===== src/design/simf_defines.svh =====
// Register map, field positions, reset values and codes of the input function mux
`ifndef SIMF_DEFINES_SVH
`define SIMF_DEFINES_SVH

// ----------------------------------------------------------------
// Register byte offsets
// ----------------------------------------------------------------
`define SIMF_OFS_CTRL    8'h00
`define SIMF_OFS_ALLOC1  8'h04
`define SIMF_OFS_ALLOC2  8'h08
`define SIMF_OFS_STATUS  8'h0C

// ----------------------------------------------------------------
// Field positions, four bits each
// ----------------------------------------------------------------
`define SIMF_F_METHOD    0
`define SIMF_F_MODE      0
`define SIMF_F_SON       4
`define SIMF_F_PCON      8
`define SIMF_F_POT       12
`define SIMF_F_NOT       0
`define SIMF_F_ALM       4
`define SIMF_F_PCL       8
`define SIMF_F_NCL       12

// ----------------------------------------------------------------
// Status bit positions
// ----------------------------------------------------------------
`define SIMF_S_BASEBLOCK 0
`define SIMF_S_MONITOR   1
`define SIMF_S_SAFE_A    2
`define SIMF_S_SAFE_B    3
`define SIMF_S_PINS      8
`define SIMF_S_FUNC      16

// ----------------------------------------------------------------
// Reset values
// ----------------------------------------------------------------
`define SIMF_RST_CTRL    4'h0
`define SIMF_RST_ALLOC1  16'h2100
`define SIMF_RST_ALLOC2  16'h6543

// ----------------------------------------------------------------
// Allocation codes and bus answers
// ----------------------------------------------------------------
`define SIMF_ALLOC_LAST_LOW 4'h6
`define SIMF_ALLOC_ON    4'h7
`define SIMF_ALLOC_OFF   4'h8
`define SIMF_ALLOC_HIGH0 4'h9
`define SIMF_MODE_USER   4'h1
`define SIMF_RESP_OKAY   2'h0
`define SIMF_RESP_SLVERR 2'h2

`endif


===== src/design/simf_pkg.sv =====
// Types of the input function mux
package simf_pkg;

  // ----------------------------------------------------------------
  // Control method settings
  // ----------------------------------------------------------------
  typedef enum logic [3:0] {
    SIMF_SPD_ANALOG  = 4'h0,
    SIMF_POS_PULSE   = 4'h1,
    SIMF_FRC_ANALOG  = 4'h2,
    SIMF_SPD_CONTACT = 4'h3,
    SIMF_CON_SPD     = 4'h4,
    SIMF_CON_POS     = 4'h5,
    SIMF_CON_FRC     = 4'h6,
    SIMF_POS_SPD     = 4'h7,
    SIMF_POS_FRC     = 4'h8,
    SIMF_FRC_SPD     = 4'h9,
    SIMF_SPD_ZERO_CLAMP_IN  = 4'hA,
    SIMF_POS_INHIBIT = 4'hB
  } simf_method_t;

  // ----------------------------------------------------------------
  // Pin levels and selected functions
  // ----------------------------------------------------------------
  typedef struct packed {
    logic [6:0] seq;
    logic       safe_a;
    logic       safe_b;
  } simf_pins_t;

  typedef struct packed {
    logic servo_on;
    logic fwd_run_prohibit_in;
    logic rev_run_prohibit_in;
    logic alarm_clear_in;
    logic proportional_op_in;
    logic fwd_force_limit_in;
    logic rev_force_limit_in;
    logic move_direction_sel;
    logic int_speed_sel_a;
    logic int_speed_sel_b;
    logic ctrl_switch;
    logic zero_clamp_in;
    logic pulse_inhibit;
  } simf_func_t;

endpackage : simf_pkg


===== src/design/simf_sync.sv =====
// Two-flop synchroniser for pin levels
`timescale 1ns/1ps
module simf_sync #(
  parameter int W = 9
) (
  // Clock and reset
  input  wire logic         clock,
  input  wire logic         rst_b,
  // Levels
  input  wire logic [W-1:0] d,
  output logic      [W-1:0] q
);

  logic [W-1:0] meta_r;

  // ----------------------------------------------------------------
  // First stage, read only by the second
  // ----------------------------------------------------------------
  always_ff @(posedge clock or negedge rst_b) begin
    if (!rst_b) meta_r <= '0;
    else meta_r <= d;
  end

  // ----------------------------------------------------------------
  // Second stage
  // ----------------------------------------------------------------
  always_ff @(posedge clock or negedge rst_b) begin
    if (!rst_b) q <= '0;
    else q <= meta_r;
  end

endmodule : simf_sync


===== src/design/simf_top.sv =====
// Input function mux, safety baseblock and AXI4-Lite register slave
//
// Operation
// - Either safety input OFF cuts motor current.
// - Monitor output ON only while both safety inputs are OFF.
// - Method change reinterprets pins; stored allocation stays untouched.
// - Methods 0-2: pin 41 proportional, 45/46 force limits.
// - Method 3: pin 41 direction, 45/46 speed select A/B.
// - Methods 4-6: pin 41 direction, 45/46 speed select A/B.
// - Methods 7-9: pin 41 method switch, 45/46 force limits.
// - Method A: pin 41 is zero clamp.
// - Method B: pin 41 is reference pulse inhibit.
// - Pins 40,42,43,44 stay servo on, prohibits and alarm clear.
// - Both allocation groups read back the current allocation.
// - Function digit changes honoured only while mode digit is 1; the mode digit itself is always writable.
// - Code 7 forces function on, code 8 forces it off.
`timescale 1ns/1ps
`include "simf_defines.svh"
module simf_top #(
  parameter int ADDR_W = 8
) (
  // Clock and reset
  input  wire logic              clock,
  input  wire logic              rst_b,
  // Sequence and safety pins
  input  wire logic [6:0]        seq_pin_on,
  input  wire logic              safety_block_in_a,
  input  wire logic              safety_block_in_b,
  // Drive side
  output logic                   current_enable,
  output logic                   safety_monitor_out,
  output simf_pkg::simf_func_t   func_out,
  // AXI4-Lite write
  input  wire logic [ADDR_W-1:0] s_axi_awaddr,
  input  wire logic              s_axi_awvalid,
  output logic                   s_axi_awready,
  input  wire logic [31:0]       s_axi_wdata,
  input  wire logic [3:0]        s_axi_wstrb,
  input  wire logic              s_axi_wvalid,
  output logic                   s_axi_wready,
  output logic [1:0]             s_axi_bresp,
  output logic                   s_axi_bvalid,
  input  wire logic              s_axi_bready,
  // AXI4-Lite read
  input  wire logic [ADDR_W-1:0] s_axi_araddr,
  input  wire logic              s_axi_arvalid,
  output logic                   s_axi_arready,
  output logic [31:0]            s_axi_rdata,
  output logic [1:0]             s_axi_rresp,
  output logic                   s_axi_rvalid,
  input  wire logic              s_axi_rready
);

  // ----------------------------------------------------------------
  // Helpers
  // ----------------------------------------------------------------
  function automatic logic alloc_level(input logic [3:0] code, input logic [6:0] pins);
    logic r;
    r = 1'h0;
    if (code <= `SIMF_ALLOC_LAST_LOW) r = pins[code[2:0]];
    else if (code == `SIMF_ALLOC_ON) r = 1'h1;
    else if (code == `SIMF_ALLOC_OFF) r = 1'h0;
    else r = ~pins[3'(code - `SIMF_ALLOC_HIGH0)];
    return r;
  endfunction : alloc_level

  function automatic logic [15:0] merge16(input logic [15:0] old, input logic [15:0] data,
                                          input logic [1:0] strb);
    logic [15:0] r;
    r = old;
    if (strb[0]) r[7:0] = data[7:0];
    if (strb[1]) r[15:8] = data[15:8];
    return r;
  endfunction : merge16

  // ----------------------------------------------------------------
  // Declarations
  // ----------------------------------------------------------------
  simf_pkg::simf_pins_t pins_raw;
  simf_pkg::simf_pins_t pins_s;
  simf_pkg::simf_func_t func_nxt;
  logic [3:0]           method_r;
  logic [15:0]          alloc1_r;
  logic [15:0]          alloc2_r;
  logic [15:0]          alloc1_nxt;
  logic [15:0]          alloc2_nxt;
  logic                 user_mode;
  logic                 s41;
  logic                 s45;
  logic                 s46;
  logic                 aw_got_r;
  logic                 w_got_r;
  logic [ADDR_W-1:0]    awaddr_r;
  logic [31:0]          wdata_r;
  logic [3:0]           wstrb_r;
  logic                 do_write;
  logic                 wr_ctrl;
  logic                 wr_a1;
  logic                 wr_a2;
  logic                 wr_ok;
  logic [31:0]          rd_data;
  logic                 rd_ok;

  // ----------------------------------------------------------------
  // Pin synchronisation
  // ----------------------------------------------------------------
  assign pins_raw = '{seq: seq_pin_on, safe_a: safety_block_in_a, safe_b: safety_block_in_b};

  simf_sync #(
    .W ($bits(simf_pkg::simf_pins_t))
  ) u_sync (
    .clock (clock),
    .rst_b (rst_b),
    .d     (pins_raw),
    .q     (pins_s)
  );

  // ----------------------------------------------------------------
  // Function selection
  // ----------------------------------------------------------------
  assign user_mode = (alloc1_r[`SIMF_F_MODE +: 4] == `SIMF_MODE_USER);

  always_comb begin
    s41 = alloc_level(alloc1_r[`SIMF_F_PCON +: 4], pins_s.seq);
    s45 = alloc_level(alloc2_r[`SIMF_F_PCL +: 4], pins_s.seq);
    s46 = alloc_level(alloc2_r[`SIMF_F_NCL +: 4], pins_s.seq);
    func_nxt = '0;
    func_nxt.servo_on            = alloc_level(alloc1_r[`SIMF_F_SON +: 4], pins_s.seq);
    func_nxt.fwd_run_prohibit_in = alloc_level(alloc1_r[`SIMF_F_POT +: 4], pins_s.seq);
    func_nxt.rev_run_prohibit_in = alloc_level(alloc2_r[`SIMF_F_NOT +: 4], pins_s.seq);
    func_nxt.alarm_clear_in      = alloc_level(alloc2_r[`SIMF_F_ALM +: 4], pins_s.seq);
    case (simf_pkg::simf_method_t'(method_r))
      simf_pkg::SIMF_SPD_ANALOG, simf_pkg::SIMF_POS_PULSE, simf_pkg::SIMF_FRC_ANALOG: begin
        func_nxt.proportional_op_in = s41;
        func_nxt.fwd_force_limit_in = s45;
        func_nxt.rev_force_limit_in = s46;
      end
      simf_pkg::SIMF_SPD_CONTACT: begin
        func_nxt.move_direction_sel = s41;
        func_nxt.int_speed_sel_a    = s45;
        func_nxt.int_speed_sel_b    = s46;
      end
      simf_pkg::SIMF_CON_SPD, simf_pkg::SIMF_CON_POS, simf_pkg::SIMF_CON_FRC: begin
        func_nxt.move_direction_sel = s41;
        func_nxt.int_speed_sel_a    = s45;
        func_nxt.int_speed_sel_b    = s46;
      end
      simf_pkg::SIMF_POS_SPD, simf_pkg::SIMF_POS_FRC, simf_pkg::SIMF_FRC_SPD: begin
        func_nxt.ctrl_switch        = s41;
        func_nxt.fwd_force_limit_in = s45;
        func_nxt.rev_force_limit_in = s46;
      end
      simf_pkg::SIMF_SPD_ZERO_CLAMP_IN: begin
        func_nxt.zero_clamp_in      = s41;
        func_nxt.fwd_force_limit_in = s45;
        func_nxt.rev_force_limit_in = s46;
      end
      simf_pkg::SIMF_POS_INHIBIT: begin
        func_nxt.pulse_inhibit      = s41;
        func_nxt.fwd_force_limit_in = s45;
        func_nxt.rev_force_limit_in = s46;
      end
      default: begin
        func_nxt.proportional_op_in = s41;
        func_nxt.fwd_force_limit_in = s45;
        func_nxt.rev_force_limit_in = s46;
      end
    endcase
  end

  always_ff @(posedge clock or negedge rst_b) begin
    if (!rst_b) func_out <= '0;
    else func_out <= func_nxt;
  end

  // ----------------------------------------------------------------
  // Safety baseblock
  // ----------------------------------------------------------------
  always_ff @(posedge clock or negedge rst_b) begin
    if (!rst_b) begin
      current_enable     <= 1'h0;
      safety_monitor_out <= 1'h0;
    end else begin
      current_enable     <= pins_s.safe_a & pins_s.safe_b;
      // both channels OFF is a normal baseblock
      safety_monitor_out <= ~pins_s.safe_a & ~pins_s.safe_b;
    end
  end

  // ----------------------------------------------------------------
  // Write channel
  // ----------------------------------------------------------------
  assign do_write = aw_got_r & w_got_r & ~s_axi_bvalid;
  assign wr_ctrl  = (awaddr_r == ADDR_W'(`SIMF_OFS_CTRL));
  assign wr_a1    = (awaddr_r == ADDR_W'(`SIMF_OFS_ALLOC1));
  assign wr_a2    = (awaddr_r == ADDR_W'(`SIMF_OFS_ALLOC2));
  assign wr_ok    = wr_ctrl | wr_a1 | wr_a2 | (awaddr_r == ADDR_W'(`SIMF_OFS_STATUS));

  always_ff @(posedge clock or negedge rst_b) begin
    if (!rst_b) begin
      aw_got_r      <= 1'h0;
      w_got_r       <= 1'h0;
      awaddr_r      <= '0;
      wdata_r       <= 32'h0000_0000;
      wstrb_r       <= 4'h0;
      s_axi_awready <= 1'h1;
      s_axi_wready  <= 1'h1;
      s_axi_bvalid  <= 1'h0;
      s_axi_bresp   <= `SIMF_RESP_OKAY;
    end else begin
      if (s_axi_awvalid && s_axi_awready) begin
        aw_got_r      <= 1'h1;
        awaddr_r      <= s_axi_awaddr;
        s_axi_awready <= 1'h0;
      end
      if (s_axi_wvalid && s_axi_wready) begin
        w_got_r      <= 1'h1;
        wdata_r      <= s_axi_wdata;
        wstrb_r      <= s_axi_wstrb;
        s_axi_wready <= 1'h0;
      end
      if (do_write) begin
        aw_got_r     <= 1'h0;
        w_got_r      <= 1'h0;
        s_axi_bvalid <= 1'h1;
        s_axi_bresp  <= wr_ok ? `SIMF_RESP_OKAY : `SIMF_RESP_SLVERR;
      end
      if (s_axi_bvalid && s_axi_bready) begin
        s_axi_bvalid  <= 1'h0;
        s_axi_awready <= 1'h1;
        s_axi_wready  <= 1'h1;
      end
    end
  end

  // ----------------------------------------------------------------
  // Registers
  // ----------------------------------------------------------------
  always_comb begin
    alloc1_nxt = merge16(alloc1_r, wdata_r[15:0], wstrb_r[1:0]);
    // function digits locked outside user mode
    if (!user_mode) alloc1_nxt[15:`SIMF_F_SON] = alloc1_r[15:`SIMF_F_SON];
    alloc2_nxt = user_mode ? merge16(alloc2_r, wdata_r[15:0], wstrb_r[1:0]) : alloc2_r;
  end

  always_ff @(posedge clock or negedge rst_b) begin
    if (!rst_b) method_r <= `SIMF_RST_CTRL;
    else if (do_write && wr_ctrl && wstrb_r[0]) method_r <= wdata_r[`SIMF_F_METHOD +: 4];
  end

  always_ff @(posedge clock or negedge rst_b) begin
    if (!rst_b) begin
      alloc1_r <= `SIMF_RST_ALLOC1;
      alloc2_r <= `SIMF_RST_ALLOC2;
    end else if (do_write) begin
      if (wr_a1) alloc1_r <= alloc1_nxt;
      if (wr_a2) alloc2_r <= alloc2_nxt;
    end
  end

  // ----------------------------------------------------------------
  // Read channel
  // ----------------------------------------------------------------
  always_comb begin
    rd_data = 32'h0000_0000;
    rd_ok   = 1'h1;
    case (s_axi_araddr)
      ADDR_W'(`SIMF_OFS_CTRL):   rd_data[`SIMF_F_METHOD +: 4] = method_r;
      ADDR_W'(`SIMF_OFS_ALLOC1): rd_data[15:0] = alloc1_r;
      ADDR_W'(`SIMF_OFS_ALLOC2): rd_data[15:0] = alloc2_r;
      ADDR_W'(`SIMF_OFS_STATUS): begin
        rd_data[`SIMF_S_BASEBLOCK] = ~current_enable;
        rd_data[`SIMF_S_MONITOR]   = safety_monitor_out;
        rd_data[`SIMF_S_SAFE_A]    = pins_s.safe_a;
        rd_data[`SIMF_S_SAFE_B]    = pins_s.safe_b;
        rd_data[`SIMF_S_PINS +: 7] = pins_s.seq;
        rd_data[`SIMF_S_FUNC +: $bits(simf_pkg::simf_func_t)] = func_out;
      end
      default: rd_ok = 1'h0;
    endcase
  end

  always_ff @(posedge clock or negedge rst_b) begin
    if (!rst_b) begin
      s_axi_arready <= 1'h1;
      s_axi_rvalid  <= 1'h0;
      s_axi_rdata   <= 32'h0000_0000;
      s_axi_rresp   <= `SIMF_RESP_OKAY;
    end else if (s_axi_arvalid && s_axi_arready) begin
      s_axi_arready <= 1'h0;
      s_axi_rvalid  <= 1'h1;
      s_axi_rdata   <= rd_data;
      s_axi_rresp   <= rd_ok ? `SIMF_RESP_OKAY : `SIMF_RESP_SLVERR;
    end else if (s_axi_rvalid && s_axi_rready) begin
      s_axi_rvalid  <= 1'h0;
      s_axi_arready <= 1'h1;
    end
  end
endmodule : simf_top


===== config.mk =====
export PLATFORM = sky130hd
export DESIGN_NAME = simf_top
export DESIGN_NICKNAME = d
export VERILOG_FILES = /design/src/design/simf_pkg.sv /design/src/design/simf_sync.sv /design/src/design/simf_top.sv
export VERILOG_INCLUDE_DIRS = /design/src /design/src/design
export SDC_FILE = /design/constraint.sdc
export NUM_CORES = 1
export LEC_CHECK = 0
export BUFFER_PORTS_ARGS = -buffer_cell sky130_fd_sc_hd__clkbuf_2
export CORE_MARGIN = 4
export CORE_UTILIZATION = 46
export CTS_CLUSTER_DIAMETER = 200
export CTS_CLUSTER_SIZE = 28
export DETAILED_ROUTE_END_ITERATION = 16
export PLACE_DENSITY_LB_ADDON = 0.15
export SKIP_LAST_GASP = 1
export SLEW_MARGIN = 20
export SYNTH_ARGS = -nofsm -noshare
export SYNTH_HDL_FRONTEND = slang
export SYNTH_SLANG_ARGS = --single-unit

===== constraint.sdc =====
create_clock -name clock -period 2.7 [get_ports clock]
set_clock_uncertainty 0.2 [all_clocks]
set_input_delay 0.135 -clock clock [delete_from_list [all_inputs] [get_ports clock]]
set_output_delay 0.135 -clock clock [all_outputs]
set_load 0.05 [all_outputs]

==> key figures <==
Run status
  • Outcome: finished clean

CTS
  • Cts hold-fix bufs: 44
  • CTS Sinks: 133
  • Clock slew seen by the registers of the worst setup and hold paths: ~0.06 ns
  • Num CTS Buffers: 17
  • # resized after CTS: 0
  • Clk buf depth: 2
  • H-tree levels: 4
  • Root Driver: clkbuf_16
  • Skew-Pair Late Insertion Delay: ~0.42 ns
  • Setup Buffers After CTS: 0
  • CTS tree: yes

Power and ir drop
  • Pint: 4.37 mW
  • Power Density: 712 nW/um^2
  • NetSw: ~1.6 mW
  • Sw Ratio: 27.0%
  • LEAKAGE: 3.83 nW
  • Clock network fraction of design power: 42.8%
  • Comb power frac: 14.5%
  • VDD IR-drop max: between 0.0005 and 0.0006 V
  • Sequential power share: 42.8%

STA
  • Worst Tran Pin Value: 0.644 ns
  • Rel. slew slack: 56.6%
  • Final setup vio count: 0
  • Period utilization: 92.0%
  • Fin. Hold Viols: 0
  • Unrepaired setup endpoints after global routing: no
  • Max-slew violations: 0
  • Fmax: between 400 and 500 MHz
  • TNS Setup: 0 ns
  • Minimum clock period: 2.48 ns

GRT
  • Largest net degree at the start of global routing: between 60 and 70
  • First-pass GRT wire length: roughly 25,000 um
  • Initial antenna violation count: 0
  • Total GRT Usage: 19.7%
  • GRT overflow: 0
  • Vias in the first global route: 4,788

Detailed routing
  • Vias: 4,762
  • Drt wl/cell: about 18 um
  • Initial DRC count: 398
  • Antenna-violating nets left: 0
  • Drt via density: 5.44
  • DRC: 0
  • DRT Wirelength: between 15,000 and 20,000 um
  • First-pass DRT Iterations: 4

Worst setup path
  • Setup Crit Path Kind: reg -> reg
  • Worst endpoint required time: 2.78 ns
  • Worst setup EP type: register
  • Peak fanout along the critical path: 7
  • WP data arrival: 2.57 ns
  • R2R setup slack: 0.22 ns
  • Critical R2R Launch: alloc1_r[8]$_DFFE_PN1P_
  • Reg2Reg Depth: 7
  • Worst Setup SP: alloc1_r[8]$_DFFE_PN1P_
  • CP Launch Type: register
  • Worst flop-to-flop path endpoint: func_out[1]$_DFF_PN0_

Floorplan
  • Die area: 16,400 sq um
  • I/O pin cnt: around 120
  • Row cnt: 43
  • Initial core utilization: 47.5%
  • Core box area: 14,000 sq um
  • Die height: around 130 um
  • Die width: 128 um

Synth
  • Ys flop type: dfrtp_1
  • Mapped Area: 6650 sq um
  • Syn avg cell area: 12.3 sq um
  • Seq/Total Area, Yosys: 50.3%
  • Async SR Flop Fraction: 100%
  • Cells after synthesis: 541
  • EDFF count, synth: 0
  • Yosys warns: 0
  • Yosys reg bits: 133
  • Count of cell types in the netlist: 55

Place
  • Dpl hpwl: 10,900 um
  • PortBufs: 100
  • Final Wtd Congestion: 0.846
  • Placed cell areas: 7300 sq um

Final layout
  • # diodes: 0
  • Layout area overhead: 26.5%
  • Share of cells above drive strength 1: a little over a third
  • Most frequent cells in the layout: dfrtp_1 (121), clkbuf_2 (99), mux2_2 (64)
  • Final Cell Area: 8400 sq um
  • Commonest non-fill, non-tap cell in the layout: dfrtp_1
  • Fin nets: 777
  • Final core utilization: 60.1%

Flow run
  • Max-cap violations: 0

Worst hold path
  • Worst Hold Class: in -> async
[flip-flops by register name, indices dropped and copies added (netlist names)]
name and flops:
alloc1_r 16, alloc2_r 16, aw_got_r 1, awaddr_r 8, current_enable 1, func_out 13
method_r 4, s_axi_arready 1, s_axi_awready 1, s_axi_bresp 1, s_axi_bvalid 1, s_axi_rdata 29
s_axi_rresp 1, s_axi_rvalid 1, s_axi_wready 1, safety_monitor_out 1, u_sync.meta_r 9, u_sync.q 9
w_got_r 1, wdata_r 16, wstrb_r 2
[metal layers]
layer	GRT usage, %	wire [um]
met5	0	0
met4	6.43	284
met3	5.63	852
met2	30.5	7350
met1	26.8	6840
[power groups by stage]
stage | clock network, mW | logic [mW] | registers [mW]
finish | 2.56 | 0.866 | 2.56
floorplan | 0 | 0.458 | 2.65
global route | 2.71 | 0.947 | 2.60
global placement | 0 | 0.788 | 2.58
detailed placement | 0 | 0.808 | 2.60
CTS | 2.61 | 0.878 | 2.56
[logic make-up (layout without fill, tap and decap cells)]
group / after synthesis / after routing / synth area share (%)
compound gates: 107 / 107 / 11.4
xor+xnor: 4 / 4 / 0.527
fa+ha+maj: 27 / 27 / 5.08
buf+inv: 67 / 217 / 4.31
flops: 133 / 133 / 50.3
mux: 102 / 102 / 20.1
other cells: 1 / 5 / 0.0564
simple gates: 100 / 100 / 8.27
[critical path, cell delays in order (launching register included)]
cell,delay [ns]
dfstp_2,0.59
inv_1,0.12
ha_1,0.40
mux2i_1,0.15
mux4_2,0.49
a21oi_1,0.16
a31o_2,0.18
nor4_1,0.07
[metrics by stage]
stage                     std cells  hold WS (ns)  total power, mW  worst slack (ns)
after detailed placement        799       -0.0974             3.40             0.244
after global placement          799        -0.105             3.36             0.307
after global routing            875        0.0441             6.26            0.0816
after floorplan                 545        -0.361             3.10             0.247
final                           875       0.00180             5.98             0.217
after CTS                       875        0.0118             6.05             0.223
[cell type report]
type                       count  area [sq um]
fill                        1106          5590
sequential                   133          3340
timing repair buffer         153          1020
clock buffer                  18           439
tap                          180           225
multi-input combinational    345          3030
inverter                      32           120
clock inverter                14           221
[Yosys cell counts, drive strengths merged (2+ instances only)]
master  instances  area share, %
dfrtp         121             46
mux2           68             12
inv            32            1.8
nand2          29            1.6
ha             27            5.1
clkbuf         25            1.4
o21ai          24            1.8
nor2           23            1.5
a22o           21            2.8
mux2i          17            2.6
mux4           17            5.8
a21oi          15            1.1
dfstp          12            4.7
a22oi          10            1.1
buf            10            1.1
nand3b          9            1.0
a211oi          8           0.90
nor3            8           0.94
o211ai          6           0.68
a221o           5           0.75
and2            4           0.38
nand2b          4           0.38
nand3           4           0.30
nor2b           4           0.38
nor4            4           0.38
a31oi           3           0.28
a21boi          2           0.23
a311oi          2           0.26
and3            2           0.19
nor4b           2           0.26
o31ai           2           0.23
o32a            2           0.30
or4             2           0.23
xnor2           2           0.26
xor2            2           0.26
[worst max path at each step]
stage,cells past startpoint,slack (ns),endpoint
3_5_place_dp,7,0.24,func_out[1]$_DFF_PN0_
5_1_grt,7,0.08,func_out[1]$_DFF_PN0_
4_1_cts,7,0.22,func_out[1]$_DFF_PN0_
6_report,7,0.22,func_out[1]$_DFF_PN0_
3_3_place_gp,7,0.31,func_out[1]$_DFF_PN0_
2_1_floorplan,8,0.25,func_out[10]$_DFF_PN0_
Power figures use the tool's default switching activity.
